==> config.mk <==
export PLATFORM = sky130hd
export DESIGN_NAME = adf_decim_top
export DESIGN_NICKNAME = d
export VERILOG_FILES = /design/src/adf_sinc3.v /design/src/adf_pair_buf.v /design/src/adf_decim_top.v
export VERILOG_INCLUDE_DIRS = /design/src /design/src/src
export SDC_FILE = /design/constraint.sdc
export NUM_CORES = 1
export LEC_CHECK = 0
export ABC_AREA = 1
export BUFFER_PORTS_ARGS = -buffer_cell sky130_fd_sc_hd__buf_2
export CORE_MARGIN = 2
export CORE_UTILIZATION = 57
export DETAILED_ROUTE_END_ITERATION = 16
export PLACE_DENSITY = 0.73
export SLEW_MARGIN = 20
export SYNTH_ARGS = -nofsm -noshare
export SYNTH_HDL_FRONTEND = slang
export SYNTH_SLANG_ARGS = --single-unit
==> constraint.sdc <==
create_clock -name core_clk -period 5.85 [get_ports core_clk]
set_input_delay 0.8775 -clock core_clk [delete_from_list [all_inputs] [get_ports core_clk]]
set_output_delay 0.8775 -clock core_clk [all_outputs]
set_load 0.05 [all_outputs]
==> src/adf_consts.vh <==
`ifndef ADF_CONSTS_VH
`define ADF_CONSTS_VH
// log2 of the smallest oversampling ratio, field code 0
`define ADF_OSR_LOG2_BASE 4'd7
// sinc3 stage never decimates by more than 2^10
`define ADF_SINC3_LOG2_MAX 4'd10
`define ADF_OUT_W 24
`define ADF_OUT_W_LOG2 6'd24
`define ADF_ACC_W 36
`define ADF_CIC_W 31
`define ADF_CNT_W 14
// first conversions taken from the fast-settling path
`define ADF_FAST_CONVS 2'd2
// power mode field codes
`define ADF_PWR_VLP 2'h0
`define ADF_PWR_LP 2'h1
`define ADF_PWR_HR 2'h2
// nominal master clock per mode, in kHz
`define ADF_MCLK_HR_KHZ 8192
`define ADF_MCLK_LP_KHZ 4096
`define ADF_MCLK_VLP_KHZ 2048
`endif

==> src/adf_sinc3.v <==
`default_nettype none
`include "adf_consts.vh"
module adf_sinc3 #(
  parameter CIC_W = `ADF_CIC_W
) (
  input wire core_clk,
  input wire rst_n,
  input wire clear,
  input wire sample,
  input wire dump,
  input wire bit_in,
  output reg [CIC_W-1:0] result_r,
  output reg result_valid_r
);
  reg [CIC_W-1:0] int1_r;
  reg [CIC_W-1:0] int2_r;
  reg [CIC_W-1:0] int3_r;
  reg [CIC_W-1:0] dly1_r;
  reg [CIC_W-1:0] dly2_r;
  reg [CIC_W-1:0] dly3_r;
  wire [CIC_W-1:0] comb1;
  wire [CIC_W-1:0] comb2;
  wire [CIC_W-1:0] comb3;
  // modular wrap in the integrators is harmless: combs undo it
  assign comb1 = int3_r - dly1_r;
  assign comb2 = comb1 - dly2_r;
  assign comb3 = comb2 - dly3_r;
  always @(posedge core_clk or negedge rst_n) begin
    if (!rst_n) begin
      int1_r <= {CIC_W{1'b0}};
      int2_r <= {CIC_W{1'b0}};
      int3_r <= {CIC_W{1'b0}};
      dly1_r <= {CIC_W{1'b0}};
      dly2_r <= {CIC_W{1'b0}};
      dly3_r <= {CIC_W{1'b0}};
      result_r <= {CIC_W{1'b0}};
      result_valid_r <= 1'b0;
    end else if (clear) begin
      int1_r <= {CIC_W{1'b0}};
      int2_r <= {CIC_W{1'b0}};
      int3_r <= {CIC_W{1'b0}};
      dly1_r <= {CIC_W{1'b0}};
      dly2_r <= {CIC_W{1'b0}};
      dly3_r <= {CIC_W{1'b0}};
      result_valid_r <= 1'b0;
    end else begin
      result_valid_r <= sample & dump;
      if (sample) begin
        int1_r <= int1_r + {{(CIC_W-1){1'b0}}, bit_in};
        int2_r <= int2_r + int1_r;
        int3_r <= int3_r + int2_r;
        if (dump) begin
          dly1_r <= int3_r;
          dly2_r <= comb1;
          dly3_r <= comb2;
          result_r <= comb3;
        end
      end
    end
  end
endmodule // adf_sinc3
`default_nettype wire

==> src/adf_pair_buf.v <==
`default_nettype none
module adf_pair_buf #(
  parameter WIDTH = 25
) (
  input wire core_clk,
  input wire rst_n,
  input wire in_valid,
  output wire in_ready,
  input wire [WIDTH-1:0] in_data,
  output wire out_valid,
  input wire out_ready,
  output wire [WIDTH-1:0] out_data
);
  reg [WIDTH-1:0] slot0_r;
  reg [WIDTH-1:0] slot1_r;
  reg [1:0] count_r;
  wire push;
  wire pop;
  assign in_ready = (count_r != 2'd2);
  assign out_valid = (count_r != 2'd0);
  assign out_data = slot0_r;
  assign push = in_valid & in_ready;
  assign pop = out_valid & out_ready;
  always @(posedge core_clk or negedge rst_n) begin
    if (!rst_n) begin
      slot0_r <= {WIDTH{1'b0}};
      slot1_r <= {WIDTH{1'b0}};
      count_r <= 2'd0;
    end else begin
      case ({push, pop})
        2'b10: begin
          if (count_r == 2'd0) begin
            slot0_r <= in_data;
          end else begin
            slot1_r <= in_data;
          end
          count_r <= count_r + 2'd1;
        end
        2'b01: begin
          slot0_r <= slot1_r;
          count_r <= count_r - 2'd1;
        end
        2'b11: begin
          if (count_r == 2'd1) begin
            slot0_r <= in_data;
          end else begin
            slot0_r <= slot1_r;
            slot1_r <= in_data;
          end
        end
        default: begin
          count_r <= count_r;
        end
      endcase
    end
  end
endmodule // adf_pair_buf
`default_nettype wire

==> src/adf_decim_top.v <==
`default_nettype none
`include "adf_consts.vh"
module adf_decim_top #(
  parameter BUF_W = `ADF_OUT_W + 1
) (
  input wire core_clk,
  input wire rst_n,
  input wire [1:0] power_mode_field,
  input wire [2:0] oversampling_ratio_field,
  input wire use_crystal,
  input wire mod_bit_in,
  input wire ref_settled_in,
  input wire out_ready,
  output wire modulator_clock_out,
  output wire crystal_osc_enable,
  output wire high_resolution_mode,
  output wire low_power_mode,
  output wire very_low_power_mode,
  output wire out_valid,
  output wire [`ADF_OUT_W-1:0] out_data,
  output wire out_from_sinc3,
  output wire fast_path_active,
  output wire conv_running,
  output wire overrun
);
  localparam OUT_W = `ADF_OUT_W;
  localparam ACC_W = `ADF_ACC_W;
  localparam CIC_W = `ADF_CIC_W;
  localparam CNT_W = `ADF_CNT_W;

  // mask of the low l bits of the decimation counter
  function [CNT_W-1:0] low_mask;
    input [3:0] l;
    begin
      low_mask = ~({CNT_W{1'b1}} << l);
    end
  endfunction

  // map a sum whose full scale is 2^lf onto the output word
  function [OUT_W-1:0] scale_word;
    input [ACC_W-1:0] v;
    input [5:0] lf;
    reg [ACC_W-1:0] sh;
    begin
      sh = {ACC_W{1'b0}};
      if ((v >> lf) != {ACC_W{1'b0}}) begin
        scale_word = {OUT_W{1'b1}};
      end else begin
        if (lf >= `ADF_OUT_W_LOG2) begin
          sh = v >> (lf - `ADF_OUT_W_LOG2);
        end else begin
          sh = v << (`ADF_OUT_W_LOG2 - lf);
        end
        scale_word = sh[OUT_W-1:0];
      end
    end
  endfunction

  // sinc3 stage never decimates further; sinc1 takes the rest
  function [3:0] sinc3_log2;
    input [3:0] l;
    begin
      if (l > `ADF_SINC3_LOG2_MAX) begin
        sinc3_log2 = `ADF_SINC3_LOG2_MAX;
      end else begin
        sinc3_log2 = l;
      end
    end
  endfunction

  // one modulator bit widened to the ones counter
  function [CNT_W:0] bit_ext;
    input b;
    begin
      bit_ext = {{CNT_W{1'b0}}, b};
    end
  endfunction

  // one-hot {high_res, low_power, very_low_power}
  function [2:0] mode_flags;
    input [1:0] m;
    begin
      case (m)
        `ADF_PWR_VLP: mode_flags = 3'h1;
        `ADF_PWR_LP: mode_flags = 3'h2;
        // unassigned code 3 falls back to high resolution
        default: mode_flags = 3'h4;
      endcase
    end
  endfunction

  // pin inputs, two flops each
  reg bit_s1_r;
  reg bit_s2_r;
  reg ref_s1_r;
  reg ref_s2_r;
  reg mod_clk_r;
  reg run_r;
  reg [3:0] osr_l_r;
  reg [3:0] out_l_r;
  reg [CNT_W-1:0] mod_cnt_r;
  reg [CNT_W:0] ones_r;
  reg [CNT_W:0] fast_hold_r;
  reg end_d_r;
  reg [ACC_W-1:0] s1_acc_r;
  reg [1:0] conv_cnt_r;
  reg push_valid_r;
  reg [BUF_W-1:0] push_data_r;
  reg overrun_r;
  reg [1:0] mode_r;

  wire sample;
  wire [3:0] l3;
  wire [3:0] new_l;
  wire [5:0] full3;
  wire dump;
  wire conv_end;
  wire [CIC_W-1:0] s3_result;
  wire s3_valid;
  wire [ACC_W-1:0] s1_sum;
  wire use_fast;
  wire buf_in_ready;
  wire [BUF_W-1:0] buf_out;
  wire [3:0] l3_out;
  wire [2:0] mode_oh;
  wire [OUT_W-1:0] fast_word;
  wire [OUT_W-1:0] slow_word;

  always @(posedge core_clk or negedge rst_n) begin
    if (!rst_n) begin
      bit_s1_r <= 1'b0;
      bit_s2_r <= 1'b0;
      ref_s1_r <= 1'b0;
      ref_s2_r <= 1'b0;
    end else begin
      bit_s1_r <= mod_bit_in;
      bit_s2_r <= bit_s1_r;
      ref_s1_r <= ref_settled_in;
      ref_s2_r <= ref_s1_r;
    end
  end

  // divide by two; bit taken once per modulator period
  always @(posedge core_clk or negedge rst_n) begin
    if (!rst_n) begin
      mod_clk_r <= 1'b0;
    end else begin
      mod_clk_r <= ~mod_clk_r;
    end
  end
  assign modulator_clock_out = mod_clk_r;
  assign sample = mod_clk_r & run_r;

  // crystal kept off unless it is the clock source
  assign crystal_osc_enable = use_crystal;

  // modes only scale analog bias; mode code 3 treated as high resolution
  always @(posedge core_clk or negedge rst_n) begin
    if (!rst_n) begin
      mode_r <= `ADF_PWR_HR;
    end else begin
      mode_r <= power_mode_field;
    end
  end
  assign mode_oh = mode_flags(mode_r);
  assign very_low_power_mode = mode_oh[0];
  assign low_power_mode = mode_oh[1];
  // rates follow whatever master clock arrives for the mode
  assign high_resolution_mode = mode_oh[2];

  // filter held clear until the reference is settled
  always @(posedge core_clk or negedge rst_n) begin
    if (!rst_n) begin
      run_r <= 1'b0;
    end else if (ref_s2_r) begin
      run_r <= 1'b1;
    end
  end
  assign conv_running = run_r;

  assign new_l = `ADF_OSR_LOG2_BASE + {1'b0, oversampling_ratio_field};
  assign l3 = sinc3_log2(osr_l_r);
  assign l3_out = sinc3_log2(out_l_r);
  assign full3 = {l3_out, 1'b0} + {2'b00, out_l_r};
  assign dump = ((mod_cnt_r & low_mask(l3)) == low_mask(l3));
  assign conv_end = (mod_cnt_r == low_mask(osr_l_r));

  // ratio changes only at a conversion boundary
  always @(posedge core_clk or negedge rst_n) begin
    if (!rst_n) begin
      osr_l_r <= `ADF_OSR_LOG2_BASE;
      out_l_r <= `ADF_OSR_LOG2_BASE;
      mod_cnt_r <= {CNT_W{1'b0}};
      ones_r <= {(CNT_W+1){1'b0}};
      fast_hold_r <= {(CNT_W+1){1'b0}};
      end_d_r <= 1'b0;
    end else if (!run_r) begin
      osr_l_r <= new_l;
      out_l_r <= new_l;
      end_d_r <= 1'b0;
    end else begin
      end_d_r <= sample & conv_end;
      if (sample) begin
        if (conv_end) begin
          mod_cnt_r <= {CNT_W{1'b0}};
          osr_l_r <= new_l;
          out_l_r <= osr_l_r;
          fast_hold_r <= ones_r + bit_ext(bit_s2_r);
          ones_r <= {(CNT_W+1){1'b0}};
        end else begin
          mod_cnt_r <= mod_cnt_r + {{(CNT_W-1){1'b0}}, 1'b1};
          ones_r <= ones_r + bit_ext(bit_s2_r);
        end
      end
    end
  end

  adf_sinc3 #(
    .CIC_W(CIC_W)
  ) u_sinc3 (
    .core_clk(core_clk),
    .rst_n(rst_n),
    .clear(~run_r),
    .sample(sample),
    .dump(dump),
    .bit_in(bit_s2_r),
    .result_r(s3_result),
    .result_valid_r(s3_valid)
  );

  // sinc1 after sinc3 adds up the remaining factor of the ratio
  assign s1_sum = s1_acc_r + {{(ACC_W-CIC_W){1'b0}}, s3_result};
  assign use_fast = (conv_cnt_r < `ADF_FAST_CONVS);
  assign fast_path_active = use_fast;
  assign fast_word = scale_word({{(ACC_W-CNT_W-1){1'b0}}, fast_hold_r},
                                {2'b00, out_l_r});
  assign slow_word = scale_word(s1_sum, full3);

  always @(posedge core_clk or negedge rst_n) begin
    if (!rst_n) begin
      s1_acc_r <= {ACC_W{1'b0}};
      conv_cnt_r <= 2'd0;
      push_valid_r <= 1'b0;
      push_data_r <= {BUF_W{1'b0}};
    end else if (!run_r) begin
      s1_acc_r <= {ACC_W{1'b0}};
      push_valid_r <= 1'b0;
    end else begin
      push_valid_r <= s3_valid & end_d_r;
      if (s3_valid) begin
        if (end_d_r) begin
          s1_acc_r <= {ACC_W{1'b0}};
          if (use_fast) begin
            push_data_r <= {1'b0, fast_word};
            conv_cnt_r <= conv_cnt_r + 2'd1;
          end else begin
            push_data_r <= {1'b1, slow_word};
          end
        end else begin
          s1_acc_r <= s1_sum;
        end
      end
    end
  end

  // settling words are not gated; host drops them
  adf_pair_buf #(
    .WIDTH(BUF_W)
  ) u_buf (
    .core_clk(core_clk),
    .rst_n(rst_n),
    .in_valid(push_valid_r),
    .in_ready(buf_in_ready),
    .in_data(push_data_r),
    .out_valid(out_valid),
    .out_ready(out_ready),
    .out_data(buf_out)
  );
  assign out_data = buf_out[OUT_W-1:0];
  assign out_from_sinc3 = buf_out[OUT_W];

  // modulator cannot stall; a word with no room is dropped and sets the sticky overrun flag
  always @(posedge core_clk or negedge rst_n) begin
    if (!rst_n) begin
      overrun_r <= 1'b0;
    end else if (push_valid_r & ~buf_in_ready) begin
      overrun_r <= 1'b1;
    end
  end
  assign overrun = overrun_r;
endmodule // adf_decim_top
`default_nettype wire

==> impl_metrics.ini <==
[synth]
ys_warn_count = 0
synthesis.nets = 4709
synth_fa_ha_area_share_pct = 8.54
yosys.area.top_type = dfrtp_1
synth_compound_area_share_pct = 17.5
synth_cell_type_count = 65
syn_avg_cell_area_sq_um = 6.93
synth_top_cell_area_share_pct = 31.3
synth_mux_area_share_pct = 0.225
syn-cell-area_sq_um = 31100
synth-edff-count = 0
ys.flop_type = dfrtp_1
synth-async-reset-ratio_pct = 100
synth_top_family_by_area = simple AND/OR/NAND/NOR gates
synthCells = 4490
synth_area_leaders = dfrtp_1, nand2_1, ha_1
yosys.area_share.simple_pct = 29.0
ys_seq_area_share_pct = 31.9
synthXorXnorAreaFrac_pct = 3.69
synth_seq_cells = 396

[placed_design]
dpl_cell_area_sq_um = 32000
io_buffers = 42
placed_cells = 5126
dp_slack_ns = 0.0300
gp_congestion = 0.979
dp_hpwl_mm = 64.7

[detailed_routing]
num_vias = 29396
drt_iter0_drc = 2085
vias_per_cell = 5.63
ant_nets = 0
firstDrtPassIters = 8
drc_errors = 0
wire_per_inst_um = 16.4
routed_wl_mm = 85.6

[timing]
holdWs_ns = 0.278
slew_viol_final = 0
fmax_mhz = 181
fin_skew_ns = 0.0266
worstMarginPinSlew_ns = 1.07
fin_ws_ns = 0.332
min_period_ns = 5.52
slew_headroom_pct = 28.5
setup_viol_count_final = 0
fin_crit_sh_pct = 94.3
hold_violations = 0

[finish]
seq_area_sq_um = 9920
syn_to_final_growth_pct = 8.81
final_cell_mix = nand2_1, inv_1, dfrtp_1
antennaDiodeCount = 0
fin_area_sq_um = 33800
layout.nets = 4704
multi_input_area_sq_um = 18500
final_common_cell = nand2_1
fillCellCount = 5079
final_cells = 5217
drive_gt1_share_pct = 9.20

[grt]
grt_pass1_wl_mm = 141
use_met1_pct = 40.1
overflow = 0
gr-usage-all-layers_pct = 30.3
antenna_found_initial = 0
grt_max_degree = 161
use_met2_pct = 52.6
busiest_layer = met2
grt_pass1_vias = 27952
met3_usage_pct = 3.33

[floorplan]
dieArea_sq_um = 56500
core_sq_um = 53900
start_util_pct = 57.7
die_w_um = 238
rows = 85
fp.dieH_um = 238
io-pin-count = 45

[clock_network]
numCtsBuffers = 47
cts_max_level = 2
clock_path_buffers = 3
clkTransAtPathRegs_ns = 0.06
tritoncts = done
clock_latency_ns = 0.59
cts.sinks = 396
cts-root-buf = clkbuf_16

[critical_path]
cpPeakStageDelay_ns = 0.39
worstReg2RegStart = u_sinc3.int3_r[0]
critPathArrivalTime_ns = 6.00
worst_r2r_endpoint = u_sinc3.result_r[30]
crit_path_top_delay_cell = dfrtp_1
start_kind = flip-flop
critPathMaxFanout = 4
crit_end = u_sinc3.result_r[30]
r2r_cells = 33
critPathKind = reg -> reg
critPathCaptureType = flip-flop
crit_required_ns = 6.33
r2r_setup_slack_ns = 0.33
path_common_cell = nand2_1
startpoint = u_sinc3.int3_r[0]

[outcome]
status = complete, no violations

[power_and_ir_drop]
power_density_nw_per_um2 = 669
p_leak_nw = 16.9
ir_drop_mv = 0.646

[run]
drv_cap = 0

[min_path]
hp-class = in -> async
## metrics by stage
stage          total power [mW]  TNS, ns  util, %
2_1_floorplan              15.2        0        -
5_1_grt                    24.7   -0.250     62.8
3_5_place_dp               19.0        0     59.4
4_1_cts                    22.1        0     62.3
3_3_place_gp               18.8        0     59.3
6_report                   22.6        0     62.8
## flip-flops by register name, indices dropped and copies added (netlist names), 4 cells and up
register          count
u_sinc3.dly3_r       31
push_data_r          25
osr_l_r               4
u_buf.out_data       25
u_sinc3.dly1_r       31
u_sinc3.result_r     31
mod_cnt_r            14
out_l_r               4
u_sinc3.int3_r       31
u_sinc3.int1_r       31
ones_r               15
u_buf.slot1_r        25
fast_hold_r          15
u_sinc3.int2_r       31
u_sinc3.dly2_r       31
s1_acc_r             36
## cell usage after synthesis, drive strengths merged, types with 29 or more instances
cell type / n
nor3: 54
dfrtp: 389
xor2: 91
buf: 37
inv: 593
nand2: 1155
nand4: 31
nand3: 407
or2: 33
o21ai: 389
o22ai: 80
xnor2: 40
ha: 201
nor2: 330
a22oi: 29
a31oi: 48
a21oi: 277
clkbuf: 110
## worst min-delay path by stage
stage / endpoint / slack [ns] / cells past startpoint
finish: mode_r[0] / 0.28 / 1
global route: mode_r[0] / 0.33 / 1
CTS: s1_acc_r[20] / 0.28 / 1
detailed placement: bit_s2_r / 0.34 / 0
global placement: bit_s2_r / 0.33 / 0
floorplan: bit_s2_r / 0.33 / 0
## per-layer routing
metal  wire [um]  part of all wire (%)
met2       41300                    48
met1       38500                    45
met5           0                     0
met3        3490                   4.1
met4        2280                   2.7
## critical path, delay by kind of cell (launching register included)
family                     cells  cell delay, ns
adders and majority gates      4            1.20
AOI/OAI and AO/OA             12            1.79
DFF                            1            0.39
and+or+nand+nor               11            1.24
buffers and inverters          4            0.33
xor gates and xnor gates       2            0.45
## logic make-up after synthesis
family / Yosys count
AOI/OAI and AO/OA: 960
xor gates and xnor gates: 131
adders and majority gates: 208
buffers and inverters: 747
DFF: 396
muxes: 7
and+or+nand+nor: 2041
## report_power, final
| part | internal, mW | switching (mW) | leakage [nW] | total [mW] |
|---|---|---|---|---|
| registers | 3.17 | 0.334 | 5.31 | 3.51 |
| logic | 5.86 | 10.2 | 10.8 | 16.1 |
| clock network | 1.82 | 1.26 | 0.807 | 3.08 |
| total | 10.9 | 11.8 | 16.9 | 22.6 |
## area by class of cell
type,instances,share of cell area (%)
Inverter,600,6.65
Clock buffer,63,4.01
Sequential cell,396,29.3
Tap cell,696,2.57
Timing Repair Buffer,93,1.91
Multi-Input combinational cell,3347,54.8
Clock inverter,22,0.754
## timing repair
| action | 4_1_cts | 5_1_grt |
|---|---|---|
| hold buffers | 0 | 0 |
| endpoints found under the setup margin | 0 | 8 |
| buffers inserted | 0 | 6 |
| resized for setup | 0 | 48 |
Power figures use the tool's default switching activity.
